`src/rsw_map.svh`:
```
// Register offsets, control bit positions, reset values and timing counts of the ramp sweep block
`ifndef RSW_MAP_SVH
`define RSW_MAP_SVH

`define RSW_ADDR_CTRL 8'h01
`define RSW_ADDR_JLO 8'h09
`define RSW_ADDR_JHI 8'h0a

`define RSW_BIT_RAMP_EN 19
`define RSW_BIT_ND_HIGH 18
`define RSW_BIT_ND_LOW 17
`define RSW_BIT_JUMP_EN 14
`define RSW_BIT_STAT_EN 13

`define RSW_CTRL_RESET 32'h0000_0000
`define RSW_JUMP_RESET 32'h0000_0000

// Reference clock cycles per synchronization clock cycle
`define RSW_SYNC_DIV 4
// Width of the bidirectional limit pulse in synchronization clock cycles
`define RSW_PULSE_SYNC 2

`endif

```
`src/rsw_pkg.sv`:
```
// Types shared by the ramp sweep control block
package rsw_pkg;

   typedef enum logic [1:0] {
      RSW_DWELL = 2'b00,
      RSW_ND_LOW = 2'b01,
      RSW_ND_HIGH = 2'b10,
      RSW_BIDIR = 2'b11
   } rsw_mode_t;

   typedef struct packed {
      logic wr;
      logic rd;
      logic [7:0] addr;
      logic [31:0] wdata;
   } rsw_reg_req_t;

   typedef struct packed {
      logic [31:0] upper;
      logic [31:0] lower;
      logic [31:0] step_up;
      logic [31:0] step_dn;
   } rsw_ramp_cfg_t;

   typedef struct packed {
      logic [31:0] sh_ctrl;
      logic [31:0] sh_jlo;
      logic [31:0] sh_jhi;
      logic [31:0] act_ctrl;
      logic [31:0] act_jlo;
      logic [31:0] act_jhi;
      logic [31:0] ramp;
      logic [31:0] rd_data;
      logic rd_valid;
      logic dir_s1;
      logic dir_s2;
      logic dir_prev;
      logic upd_s1;
      logic upd_s2;
      logic upd_prev;
      logic dir_up;
      logic running;
      logic status;
      logic [1:0] div_cnt;
      logic [1:0] pulse_cnt;
   } rsw_state_t;

endpackage

```
`src/rsw_step_calc.sv`:
```
// Next ramp value for one accumulator step, with band skip and limit clamp
`timescale 1ns/1ps

module rsw_step_calc
   import rsw_pkg::*;
(
   input wire logic [31:0] cur,
   input wire logic up,
   input wire logic [31:0] step,
   input wire logic [31:0] upper,
   input wire logic [31:0] lower,
   input wire logic jump_en,
   input wire logic [31:0] jlo,
   input wire logic [31:0] jhi,
   output logic [31:0] nxt,
   output logic hit,
   output logic jumped
);

   logic [32:0] sum;
   logic [32:0] dif;

   // One extra bit keeps a wrap past the word edge from looking like a small value
   always_comb
   begin
      sum = {1'b0, cur} + {1'b0, step};
      dif = {1'b0, cur} - {1'b0, step};
      nxt = cur;
      hit = 1'b0;
      jumped = 1'b0;
      if (up)
      begin
         if (jump_en && (cur < jlo) && (sum >= {1'b0, jlo}))
         begin
            nxt = jhi;
            jumped = 1'b1;
         end
         else if (sum >= {1'b0, upper})
         begin
            nxt = upper;
            hit = 1'b1;
         end
         else
         begin
            nxt = sum[31:0];
         end
      end
      else
      begin
         if (jump_en && (cur > jhi) && (dif[32] || (dif[31:0] <= jhi)))
         begin
            nxt = jlo;
            jumped = 1'b1;
         end
         else if (dif[32] || (dif[31:0] <= lower))
         begin
            nxt = lower;
            hit = 1'b1;
         end
         else
         begin
            nxt = dif[31:0];
         end
      end
   end

endmodule

```
`src/rsw_ramp_ctrl.sv`:
```
// Ramp sweep limit handling: no-dwell modes, limit status pin and band skip
//
// Summary of operation
// - Ramp counts as enabled only after an update latches the enable bit.
// - No-dwell high starts an up sweep on a rising direction edge only.
// - No-dwell high snaps to the lower limit on reaching the upper one.
// - No-dwell high ignores direction edges while a sweep runs.
// - No-dwell low mirrors high: falls on a falling edge, snaps to upper.
// - Status pin is active only with ramp enable and status enable set.
// - Dwell mode: status high at the limit of the present direction.
// - Single no-dwell: status stays high after snap until next sweep.
// - Bidirectional: two sync-cycle status pulse at each limit arrival.
// - Up sweep reaching the lower jump point loads the upper jump point.
// - Down sweep reaching the upper jump point loads the lower one.
// - Rewritten jump points serve the next comparison in the same sweep.
// - Both no-dwell bits set disable jumping.
// - No-dwell bits: 10 high, 01 low, 11 bidirectional, 00 dwell.
// - Dwell mode holds the output at a reached limit.
// - Written control bits act only after a later update.
`timescale 1ns/1ps
`include "rsw_map.svh"

module rsw_ramp_ctrl
   import rsw_pkg::*;
(
   input wire logic ref_clk,
   input wire logic rst_n,
   input wire rsw_reg_req_t reg_req,
   output logic [31:0] reg_rd_data,
   output logic reg_rd_valid,
   input wire logic io_update_pin,
   input wire logic ramp_direction_pin,
   input wire rsw_ramp_cfg_t ramp_cfg,
   input wire logic step_req,
   output logic [31:0] ramp_out,
   output logic limit_reached_status_pin
);

   rsw_state_t s;
   rsw_state_t n;
   logic sync_en;
   logic upd_edge;
   logic ramp_en;
   rsw_mode_t mode;
   logic calc_up;
   logic jump_en;
   logic [31:0] nxt;
   logic hit;
   logic jumped;

   function automatic logic [31:0] reg_read(input logic [7:0] addr, input rsw_state_t st);
      logic [31:0] v;
      v = 32'h0000_0000;
      unique case (addr)
         `RSW_ADDR_CTRL: v = st.sh_ctrl;
         `RSW_ADDR_JLO: v = st.sh_jlo;
         `RSW_ADDR_JHI: v = st.sh_jhi;
         default: v = 32'h0000_0000;
      endcase
      return v;
   endfunction

   //********************************************************
   // Decode of the active (update-latched) settings
   //********************************************************
   assign sync_en = (s.div_cnt == 2'(`RSW_SYNC_DIV - 1));
   assign upd_edge = s.upd_s2 & ~s.upd_prev;
   assign ramp_en = s.act_ctrl[`RSW_BIT_RAMP_EN];
   assign mode = rsw_mode_t'(s.act_ctrl[`RSW_BIT_ND_HIGH:`RSW_BIT_ND_LOW]);
   assign jump_en = s.act_ctrl[`RSW_BIT_JUMP_EN] & (mode != RSW_BIDIR);
   // Dwell mode follows the pin level; the other modes keep their own direction
   assign calc_up = (mode == RSW_DWELL) ? s.dir_s2 : s.dir_up;

   rsw_step_calc u_calc (
      .cur(s.ramp),
      .up(calc_up),
      .step(calc_up ? ramp_cfg.step_up : ramp_cfg.step_dn),
      .upper(ramp_cfg.upper),
      .lower(ramp_cfg.lower),
      .jump_en(jump_en),
      .jlo(s.act_jlo),
      .jhi(s.act_jhi),
      .nxt(nxt),
      .hit(hit),
      .jumped(jumped)
   );

   //********************************************************
   // Next state
   //********************************************************
   always_comb
   begin
      n = s;
      n.rd_valid = reg_req.rd;
      if (reg_req.rd)
      begin
         n.rd_data = reg_read(reg_req.addr, s);
      end
      // Writes only reach the shadow copies
      if (reg_req.wr)
      begin
         unique case (reg_req.addr)
            `RSW_ADDR_CTRL: n.sh_ctrl = reg_req.wdata;
            `RSW_ADDR_JLO: n.sh_jlo = reg_req.wdata;
            `RSW_ADDR_JHI: n.sh_jhi = reg_req.wdata;
            default: n.sh_ctrl = s.sh_ctrl;
         endcase
      end
      n.dir_s1 = ramp_direction_pin;
      n.dir_s2 = s.dir_s1;
      n.upd_s1 = io_update_pin;
      n.upd_s2 = s.upd_s1;
      n.upd_prev = s.upd_s2;
      if (upd_edge)
      begin
         n.act_ctrl = s.sh_ctrl;
         n.act_jlo = s.sh_jlo;
         n.act_jhi = s.sh_jhi;
      end
      n.div_cnt = sync_en ? 2'b00 : s.div_cnt + 2'b01;
      if (sync_en)
      begin
         n.dir_prev = s.dir_s2;
         if (!ramp_en)
         begin
            // A disabled ramp rests at the lower limit, so enabling starts there
            n.ramp = ramp_cfg.lower;
            n.running = 1'b0;
            n.status = 1'b0;
            n.pulse_cnt = 2'b00;
            // Resting at the lower limit, a bidirectional run must start upward or it flags a false arrival
            n.dir_up = 1'b1;
         end
         else
         begin
            if (s.pulse_cnt != 2'b00)
            begin
               n.pulse_cnt = s.pulse_cnt - 2'b01;
            end
            unique case (mode)
               RSW_DWELL:
               begin
                  n.dir_up = s.dir_s2;
                  if (step_req)
                  begin
                     n.ramp = nxt;
                  end
                  n.status = n.dir_up ? (n.ramp == ramp_cfg.upper) : (n.ramp == ramp_cfg.lower);
               end
               RSW_ND_HIGH:
               begin
                  if (!s.running)
                  begin
                     n.ramp = ramp_cfg.lower;
                     if (s.dir_s2 && !s.dir_prev)
                     begin
                        n.running = 1'b1;
                        n.dir_up = 1'b1;
                        n.status = 1'b0;
                     end
                  end
                  else if (step_req)
                  begin
                     // Pin edges are not looked at here until the limit is hit
                     n.ramp = nxt;
                     if (hit)
                     begin
                        n.ramp = ramp_cfg.lower;
                        n.running = 1'b0;
                        n.status = 1'b1;
                     end
                  end
               end
               RSW_ND_LOW:
               begin
                  if (!s.running)
                  begin
                     n.ramp = ramp_cfg.upper;
                     if (!s.dir_s2 && s.dir_prev)
                     begin
                        n.running = 1'b1;
                        n.dir_up = 1'b0;
                        n.status = 1'b0;
                     end
                  end
                  else if (step_req)
                  begin
                     n.ramp = nxt;
                     if (hit)
                     begin
                        n.ramp = ramp_cfg.upper;
                        n.running = 1'b0;
                        n.status = 1'b1;
                     end
                  end
               end
               RSW_BIDIR:
               begin
                  if (step_req)
                  begin
                     n.ramp = nxt;
                     if (hit)
                     begin
                        n.dir_up = ~s.dir_up;
                        n.pulse_cnt = 2'(`RSW_PULSE_SYNC);
                     end
                  end
                  n.status = (n.pulse_cnt != 2'b00);
               end
            endcase
         end
      end
      if (!(n.act_ctrl[`RSW_BIT_RAMP_EN] && n.act_ctrl[`RSW_BIT_STAT_EN]))
      begin
         n.status = 1'b0;
      end
   end

   //********************************************************
   // State register
   //********************************************************
   always_ff @(posedge ref_clk or negedge rst_n)
   begin
      if (!rst_n)
      begin
         s <= '0;
         s.sh_ctrl <= `RSW_CTRL_RESET;
         s.act_ctrl <= `RSW_CTRL_RESET;
         s.sh_jlo <= `RSW_JUMP_RESET;
         s.sh_jhi <= `RSW_JUMP_RESET;
         s.act_jlo <= `RSW_JUMP_RESET;
         s.act_jhi <= `RSW_JUMP_RESET;
      end
      else
      begin
         s <= n;
      end
   end

   assign reg_rd_data = s.rd_data;
   assign reg_rd_valid = s.rd_valid;
   assign ramp_out = s.ramp;
   assign limit_reached_status_pin = s.status;

   //********************************************************
   // Assertions
   //********************************************************
   a_status_gated: assert property (@(posedge ref_clk) disable iff (!rst_n)
      !(ramp_en && s.act_ctrl[`RSW_BIT_STAT_EN]) |-> !limit_reached_status_pin)
      else $error("status pin active while disabled");

   a_write_no_effect: assert property (@(posedge ref_clk) disable iff (!rst_n)
      !upd_edge |=> $stable(s.act_ctrl))
      else $error("active control changed without update");

   a_enable_latch: assert property (@(posedge ref_clk) disable iff (!rst_n)
      upd_edge && s.sh_ctrl[`RSW_BIT_RAMP_EN] |=> ramp_en)
      else $error("update did not latch ramp enable");

   a_ndh_snap: assert property (@(posedge ref_clk) disable iff (!rst_n)
      sync_en && ramp_en && mode == RSW_ND_HIGH && s.running && step_req && hit
      |=> ramp_out == $past(ramp_cfg.lower) && !s.running)
      else $error("no-dwell high did not snap to lower limit");

   a_ndh_ignore: assert property (@(posedge ref_clk) disable iff (!rst_n)
      sync_en && ramp_en && mode == RSW_ND_HIGH && s.running && !(step_req && hit)
      && !upd_edge |=> s.running && s.dir_up)
      else $error("running no-dwell sweep was disturbed");

   a_ndl_snap: assert property (@(posedge ref_clk) disable iff (!rst_n)
      sync_en && ramp_en && mode == RSW_ND_LOW && s.running && step_req && hit
      |=> ramp_out == $past(ramp_cfg.upper))
      else $error("no-dwell low did not snap to upper limit");

   a_bidir_pulse: assert property (@(posedge ref_clk) disable iff (!rst_n)
      $rose(limit_reached_status_pin) && mode == RSW_BIDIR && $stable(s.act_ctrl)
      && !upd_edge |-> (limit_reached_status_pin && mode == RSW_BIDIR)[*8] ##1 !limit_reached_status_pin)
      else $error("bidirectional status pulse not two sync cycles");

   a_jump_up: assert property (@(posedge ref_clk) disable iff (!rst_n)
      sync_en && ramp_en && mode == RSW_DWELL && calc_up && step_req && jumped
      |=> ramp_out == $past(s.act_jhi))
      else $error("up sweep did not load upper jump point");

   a_jump_off: assert property (@(posedge ref_clk) disable iff (!rst_n)
      mode == RSW_BIDIR |-> !jumped)
      else $error("jump taken in bidirectional mode");

   a_dwell_status: assert property (@(posedge ref_clk) disable iff (!rst_n)
      ramp_en && s.act_ctrl[`RSW_BIT_STAT_EN] && mode == RSW_DWELL && sync_en && !upd_edge
      |=> limit_reached_status_pin == (s.dir_up ? ramp_out == $past(ramp_cfg.upper)
                                                : ramp_out == $past(ramp_cfg.lower)))
      else $error("dwell status does not match limit");

endmodule

```
`config.mk`:
```
export PLATFORM = sky130hd
export DESIGN_NAME = rsw_ramp_ctrl
export DESIGN_NICKNAME = d
export VERILOG_FILES = /design/src/rsw_pkg.sv /design/src/rsw_step_calc.sv /design/src/rsw_ramp_ctrl.sv
export VERILOG_INCLUDE_DIRS = /design/src /design/src/src
export SDC_FILE = /design/constraint.sdc
export NUM_CORES = 1
export LEC_CHECK = 0
export ABC_CLOCK_PERIOD_IN_PS = 7010
export BUFFER_PORTS_ARGS = -buffer_cell sky130_fd_sc_hd__buf_2
export CORE_ASPECT_RATIO = 1.75
export CORE_UTILIZATION = 36
export DETAILED_ROUTE_END_ITERATION = 6
export GPL_ROUTABILITY_DRIVEN = 0
export HOLD_SLACK_MARGIN = 0.03
export SYNTH_ARGS = -nofsm -noshare
export SYNTH_HDL_FRONTEND = slang
export SYNTH_HIERARCHICAL = 1
export SYNTH_SLANG_ARGS = --single-unit
```
`constraint.sdc`:
```
create_clock -name ref_clk -period 7.01 [get_ports ref_clk]
set_input_delay 1.7525 -clock ref_clk [delete_from_list [all_inputs] [get_ports ref_clk]]
set_output_delay 1.7525 -clock ref_clk [all_outputs]
set_load 0.05 [all_outputs]
```
* After elaboration in Yosys (flattened, before gate mapping)
Cells that the tools add are included.
Word-level totals: bits of input ports 175, register bits after elaboration 258, output and inout port bits 66, logic and storage cells 130
Cells by class: eq/ne operators 22, $add $sub $neg 4, mux-type cells 52, reductions and logical operators 21, magnitude comparators 6, bitwise gates (word level) 4
Operators by type and width (count):
- two-way mux 32 bit | 17
- one-hot mux 32 bit (4 select lines) | 1
- one-hot mux 32 bit (3 select lines) | 1
- two-way mux 84 bit | 1
- >= comparator 33 x 32 -> 1 bit | 2
- equality test 32 bit | 2
- less-or-equal comparator 32 bit | 2
- adder 32 x 32 -> 33 bit | 1
- subtractor 32 x 32 -> 33 bit | 1
- greater-than comparator 32 bit | 1
- < comparator 32 bit | 1
- two-way mux 2 bit | 13
- inequality test 3 bit (second input constant) | 6
- equality test 8 x 4 -> 1 bit (second input constant) | 2
- two-way mux 1 bit | 13
- inequality test 5 bit (second input constant) | 2
- two-way mux 3 bit | 3
- equality test 8 x 1 -> 1 bit (second input constant) | 1
- inequality test 4 bit (second input constant) | 2
- one-hot mux 1 bit (4 select lines) | 2
- AND reduction 2 bit | 4
- logical AND 1 bit | 7
- AND reduction 7 bit | 1
- equality test 2 bit (second input constant) | 3
- 13 further kinds | 20

* Longest topological paths before layout
depth after elaboration 19, gate-level depth with buffers 38

* Hierarchy
The synthesis kept the hierarchy.
Modules (own cells, without submodules):
- rsw_ramp_ctrl | cells an instance 1080, sequential area each 6080.8 um2, instances 1, area each 13103.8 um2
- rsw_step_calc | cells an instance 1347, sequential area each 0.0 um2, instances 1, area each 9716.8 um2

* Worst setup path after synthesis
No wires, ideal clock.
kind input -> register, from input port ramp_cfg[16] (netlist bit), to register s (netlist bit ramp_out[1]), stages on the path 31, arrival time 7.622 ns, slack -0.744 ns, path through mux2_2 inv_1 ha_1 clkbuf_1 nand3_1 or4_1 or2_2 o221ai_1 o21ai_1 o221ai_1 o41ai_1 xnor2_1 ha_1 nand4_1 nor4_1 nand2_1 a21oi_1 nor3_1 a211oi_1 a211oi_1 buf_4 buf_2 o32ai_1 nand2b_4 buf_6 buf_6 mux2_2 a221oi_1 a21oi_1 mux2i_1 o21ai_1
On the way: elaborated cells on any way between the ends 33, classes of those cells add/sub (2); order compare (4); mux (23); reduce/logical (4)
RTL lines:
- start: declaration | RTL line rsw_ramp_ctrl.sv:33 | input wire rsw_ramp_cfg_t ramp_cfg,
- two-way mux 32 bit (*) | RTL line rsw_ramp_ctrl.sv:77 | .step(calc_up ? ramp_cfg.step_up : ramp_cfg.step_dn),
- subtractor 32 x 32 -> 33 bit | RTL line rsw_step_calc.sv:27 | dif = {1'b0, cur} - {1'b0, step};
- less-or-equal comparator 32 bit, on equally long branches | RTL line rsw_step_calc.sv:55, rsw_step_calc.sv:50
- logical OR 1 bit, on equally long branches | RTL line rsw_step_calc.sv:55, rsw_step_calc.sv:50
- two-way mux 1 bit / logical AND 1 bit (equally long branches) | RTL line rsw_step_calc.sv:55, rsw_step_calc.sv:50
- two-way mux 1 bit | RTL line rsw_step_calc.sv:50 | if (jump_en && (cur > jhi) && (dif[32] || (dif[31:0] <= jhi)))
- two-way mux 1 bit (*) | RTL line rsw_step_calc.sv:31 | if (up)
- via hit | RTL line rsw_ramp_ctrl.sv:48 | logic hit;
- two-way mux 32 bit, on equally long branches | RTL line rsw_ramp_ctrl.sv:189, rsw_ramp_ctrl.sv:166
- two-way mux 32 bit, on equally long branches | RTL line rsw_ramp_ctrl.sv:186, rsw_ramp_ctrl.sv:162
- two-way mux 32 bit, on equally long branches | RTL line rsw_ramp_ctrl.sv:176, rsw_ramp_ctrl.sv:152
- one-hot mux 32 bit (4 select lines) (*) | RTL line rsw_ramp_ctrl.sv:140 | unique case (mode)
- two-way mux 32 bit (*) | RTL line rsw_ramp_ctrl.sv:124 | if (!ramp_en)
- end signal: assignment | RTL line rsw_ramp_ctrl.sv:236 | s <= n;
- end: declaration | RTL line rsw_ramp_ctrl.sv:39 | rsw_state_t s;
Mark *: on every way through the listed nets, which the timed path passes. The rest lies on a longest branch. The select of a mux whose other input is x is not followed. A chain may end at the register's enable or synchronous reset.

* Worst setup path after layout
from input port ramp_cfg[33] (netlist bit), to register s (netlist bit limit_reached_status_pin)
On the way: word-level cells in the longest chain between the ends 17, elaborated cells on any way between the ends 42, classes of those cells add/sub (2); order compare (4); eq/ne (2); mux (29); reduce/logical (5)
RTL lines:
- two-way mux 32 bit (*) | RTL line rsw_ramp_ctrl.sv:77
- subtractor 32 x 32 -> 33 bit | RTL line rsw_step_calc.sv:27
- less-or-equal comparator 32 bit, on equally long branches | RTL line rsw_step_calc.sv:55, rsw_step_calc.sv:50
- logical OR 1 bit, on equally long branches | RTL line rsw_step_calc.sv:55, rsw_step_calc.sv:50
- two-way mux 32 bit / logical AND 1 bit (equally long branches) | RTL line rsw_step_calc.sv:55, rsw_step_calc.sv:50
- two-way mux 32 bit | RTL line rsw_step_calc.sv:50
- two-way mux 32 bit (*) | RTL line rsw_step_calc.sv:31
- via nxt[10] | RTL line rsw_ramp_ctrl.sv:47 | logic [31:0] nxt;
- [2 not listed]
- two-way mux 32 bit (*) | RTL line rsw_ramp_ctrl.sv:124
- two-way mux 32 bit (*) | RTL line rsw_ramp_ctrl.sv:121 | if (sync_en)
- equality test 32 bit | RTL line rsw_ramp_ctrl.sv:148 | n.status = n.dir_up ? (n.ramp == ramp_cfg.upper) : (n.ramp == ramp_cfg.lower);
- two-way mux 1 bit (*) | RTL line rsw_ramp_ctrl.sv:148
- one-hot mux 1 bit (4 select lines) (*) | RTL line rsw_ramp_ctrl.sv:140
- two-way mux 3 bit (*) | RTL line rsw_ramp_ctrl.sv:124
- two-way mux 1 bit (*) | RTL line rsw_ramp_ctrl.sv:121
- two-way mux 1 bit (*) | RTL line rsw_ramp_ctrl.sv:213 | if (!(n.act_ctrl[`RSW_BIT_RAMP_EN] && n.act_ctrl[`RSW_BIT_STAT_EN]))
Marked as above.

==> flow_metrics.py <==
metrics = {
    "clock_tree": {
        "cts_hold_buf": 0,
        "cts_sinks": 243,
        "cts_buffers": 24,
        "clkLatencyLatePin_ns": 0.56,
        "cts_max_level": 1,
        "clk_pin_slew_ns": 0.07,
        "cts_tree": "yes",
        "cts-root-buf": "clkbuf_16",
        "clock_path_buffers": 3,
    },
    "sta": {
        "period_share_pct": 117.1,
        "report.final.slew_viol_count": 0,
        "worst_pin_slew_ns": 1.191,
        "fin_skew_ns": 0.01500,
        "setup_viol": 35,
        "rsz0062_at_grt": "true",
        "fmax_mhz": 121.8,
        "fin_ws_ns": -1.199,
        "finalCriticalPeriod_ns": 8.209,
        "hold_viol": 0,
        "slew_headroom_pct": 20.33,
    },
    "critical_path": {
        "critPathMostFrequentCell": "buf_4",
        "startpoint_type": "input port",
        "end_kind": "register",
        "critical_path.max_stage_delay_ns": 0.63,
        "worstPathArrival_ns": 8.67,
        "crit_slowest_cell": "nor4_4",
        "crit_path_max_fanout": 13,
        "criticalPathCategory": "input port to register",
        "cp.required_ns": 7.47,
    },
    "floorplanning": {
        "fp.dieW_um": 192.3,
        "std_cell_rows": 121,
        "start_util_pct": 36.58,
        "core_um2": 62370,
        "boundaryPins": 241,
        "dieArea_um2": 64430,
        "dieHeight_um": 335.0,
    },
    "global_routing": {
        "grt_pass1_vias": 22710,
        "grt-ovfl-total": 0,
        "antenna_found_initial": 18,
        "grt_max_degree": 159,
        "grt_pass1_wl_um": 136100,
        "track_usage_pct": 28.20,
    },
    "final_layout": {
        "layout.nets": 3451,
        "fill_cells": 5694,
        "area_growth_pct": 33.35,
        "multi_input_area_um2": 15970,
        "final_layout_size_suffix_gt1_share_pct": 41.83,
        "regArea_um2": 6083,
    },
    "yosys": {
        "syn_area_per_cell_um2": 9.405,
        "synthCells": 2426,
        "syn_nets": 2863,
        "yosys_warnings": 6,
        "synth_area_um2": 22820,
    },
    "run_status": {
        "failed_checks": "setup timing",
        "status": "finished, violations left",
    },
    "detailed_routing": {
        "wl_met2_um": 43390,
        "vias": 22170,
        "dr_wl_met3_um": 5765,
        "drtIter0Drc": 1690,
        "m1WireLength_um": 34820,
        "highest_layer": "met5",
        "first_pass_iters": 6,
        "viasPerCell": 5.784,
        "finalWirelength_um": 93210,
        "drc": 0,
        "avgRoutedWirePerCell_um": 24.32,
        "drt.antenna.violating_nets": 0,
    },
    "power": {
        "power_mw": 6.860,
        "powerDensity_nw_per_um2": 225.5,
        "p_leak_nw": 14.91,
        "ir_drop_mv": 0.2179,
    },
    "job": {
        "cap_viol_max_count": 0,
    },
    "placed_design": {
        "hpwl_um": 69600,
        "place_ws_ns": -2.676,
        "portBuffers": 240,
    },
    "worst_hold_path": {
        "hp-class": "register to register",
    },
}
routing by layer:
| metal | global-route usage (%) | vias to the layer above |
|---|---|---|
| met5 | 0 | - |
| met4 | 22.97 | 26 |
| met3 | 5.264 | 392 |
| met2 | 46.25 | 925 |
| met1 | 31.51 | 10850 |
| li1 | - | 9981 |
path summary, 6_finish.rpt:
kind | startpoint | endpoint | slack, ns | cells after the start
setup / recovery | ramp_cfg[33] | limit_reached_status_pin | -1.20 | 37
hold / removal | n[8] | n[7] | 0.35 | 0
setup reg to reg | mode[1] | limit_reached_status_pin | -1.14 | 36
hold reg to reg | n[8] | n[7] | 0.35 | 0
max in group asynchronous | rst_n | s[11] | 4.37 | 2
min in group asynchronous | rst_n | s[240] | 1.21 | 1
stage by stage:
| stage | TNS, ns | hold WS, ns | utilization [%] | area [µm²] | std cells |
|---|---|---|---|---|---|
| finish | -32.15 | 0.3544 | 48.78 | 30430 | 3833 |
| CTS | -24.68 | 0.3567 | 47.31 | 29510 | 3790 |
| global route | -39.07 | 0.3679 | 48.77 | 30420 | 3832 |
| floorplan | -11.31 | 0.3312 | - | 23140 | 2426 |
| detailed placement | -77.34 | 0.3379 | 44.17 | 27550 | 3702 |
| global placement | -73.08 | 0.3353 | 44.17 | 27550 | 3702 |
area by class of cell:
type	count	area share, %
Clock inverter	11	0.3989
Inverter	230	2.838
Sequential cell	243	19.99
Clock buffer	32	2.340
Antenna cell	3	0.02467
Timing Repair Buffer	756	18.63
Tap cell	799	3.286
Multi-Input combinational cell	1759	52.49
where the power goes:
group          leakage [nW]  internal, mW  switching, mW
clock                 0.399         0.763          0.610
combinational          11.2          1.86           2.07
sequential             3.26          1.47         0.0804
flip-flops by register name (all words and copies together) (netlist names):
signal and cells:
n 3, mode 2, reg_rd_data 32, limit_reached_status_pin 1
ramp_en 1, ramp_out 32, s 171, reg_rd_valid 1
cells in the final DEF, fill, tap and decap left out, types with 31 or more instances in the layout:
master	instances
a21o_1	47
a21oi_1	156
a221oi_2	31
a222oi_1	32
buf_2	238
buf_4	467
dfrtp_1	241
ha_1	247
inv_1	220
mux2_2	231
mux2_4	37
mux2i_1	145
nand2_1	95
nand4_1	44
nor2_1	111
o21ai_0	58
o21ai_1	41
o22ai_1	34
xnor2_1	61
worst max-delay path: cells and delay by family:
family	cells	cell delay, ns
AO/OA/AOI/OAI	11	2.12
adder cells (fa/ha/maj)	2	0.51
XOR/XNOR	2	0.29
buffers and inverters	11	1.59
AND/OR/NAND/NOR	9	1.82
multiplexers	2	0.56
timing repair:
item / CTS / global route
buffers inserted: 37 / 40
endpoints found under the setup margin: 37 / 37
gates cloned: 10 / 3
gates resized for setup: 114 / 118
pin swaps: 48 / 79
(Power assumes the default switching activity.)
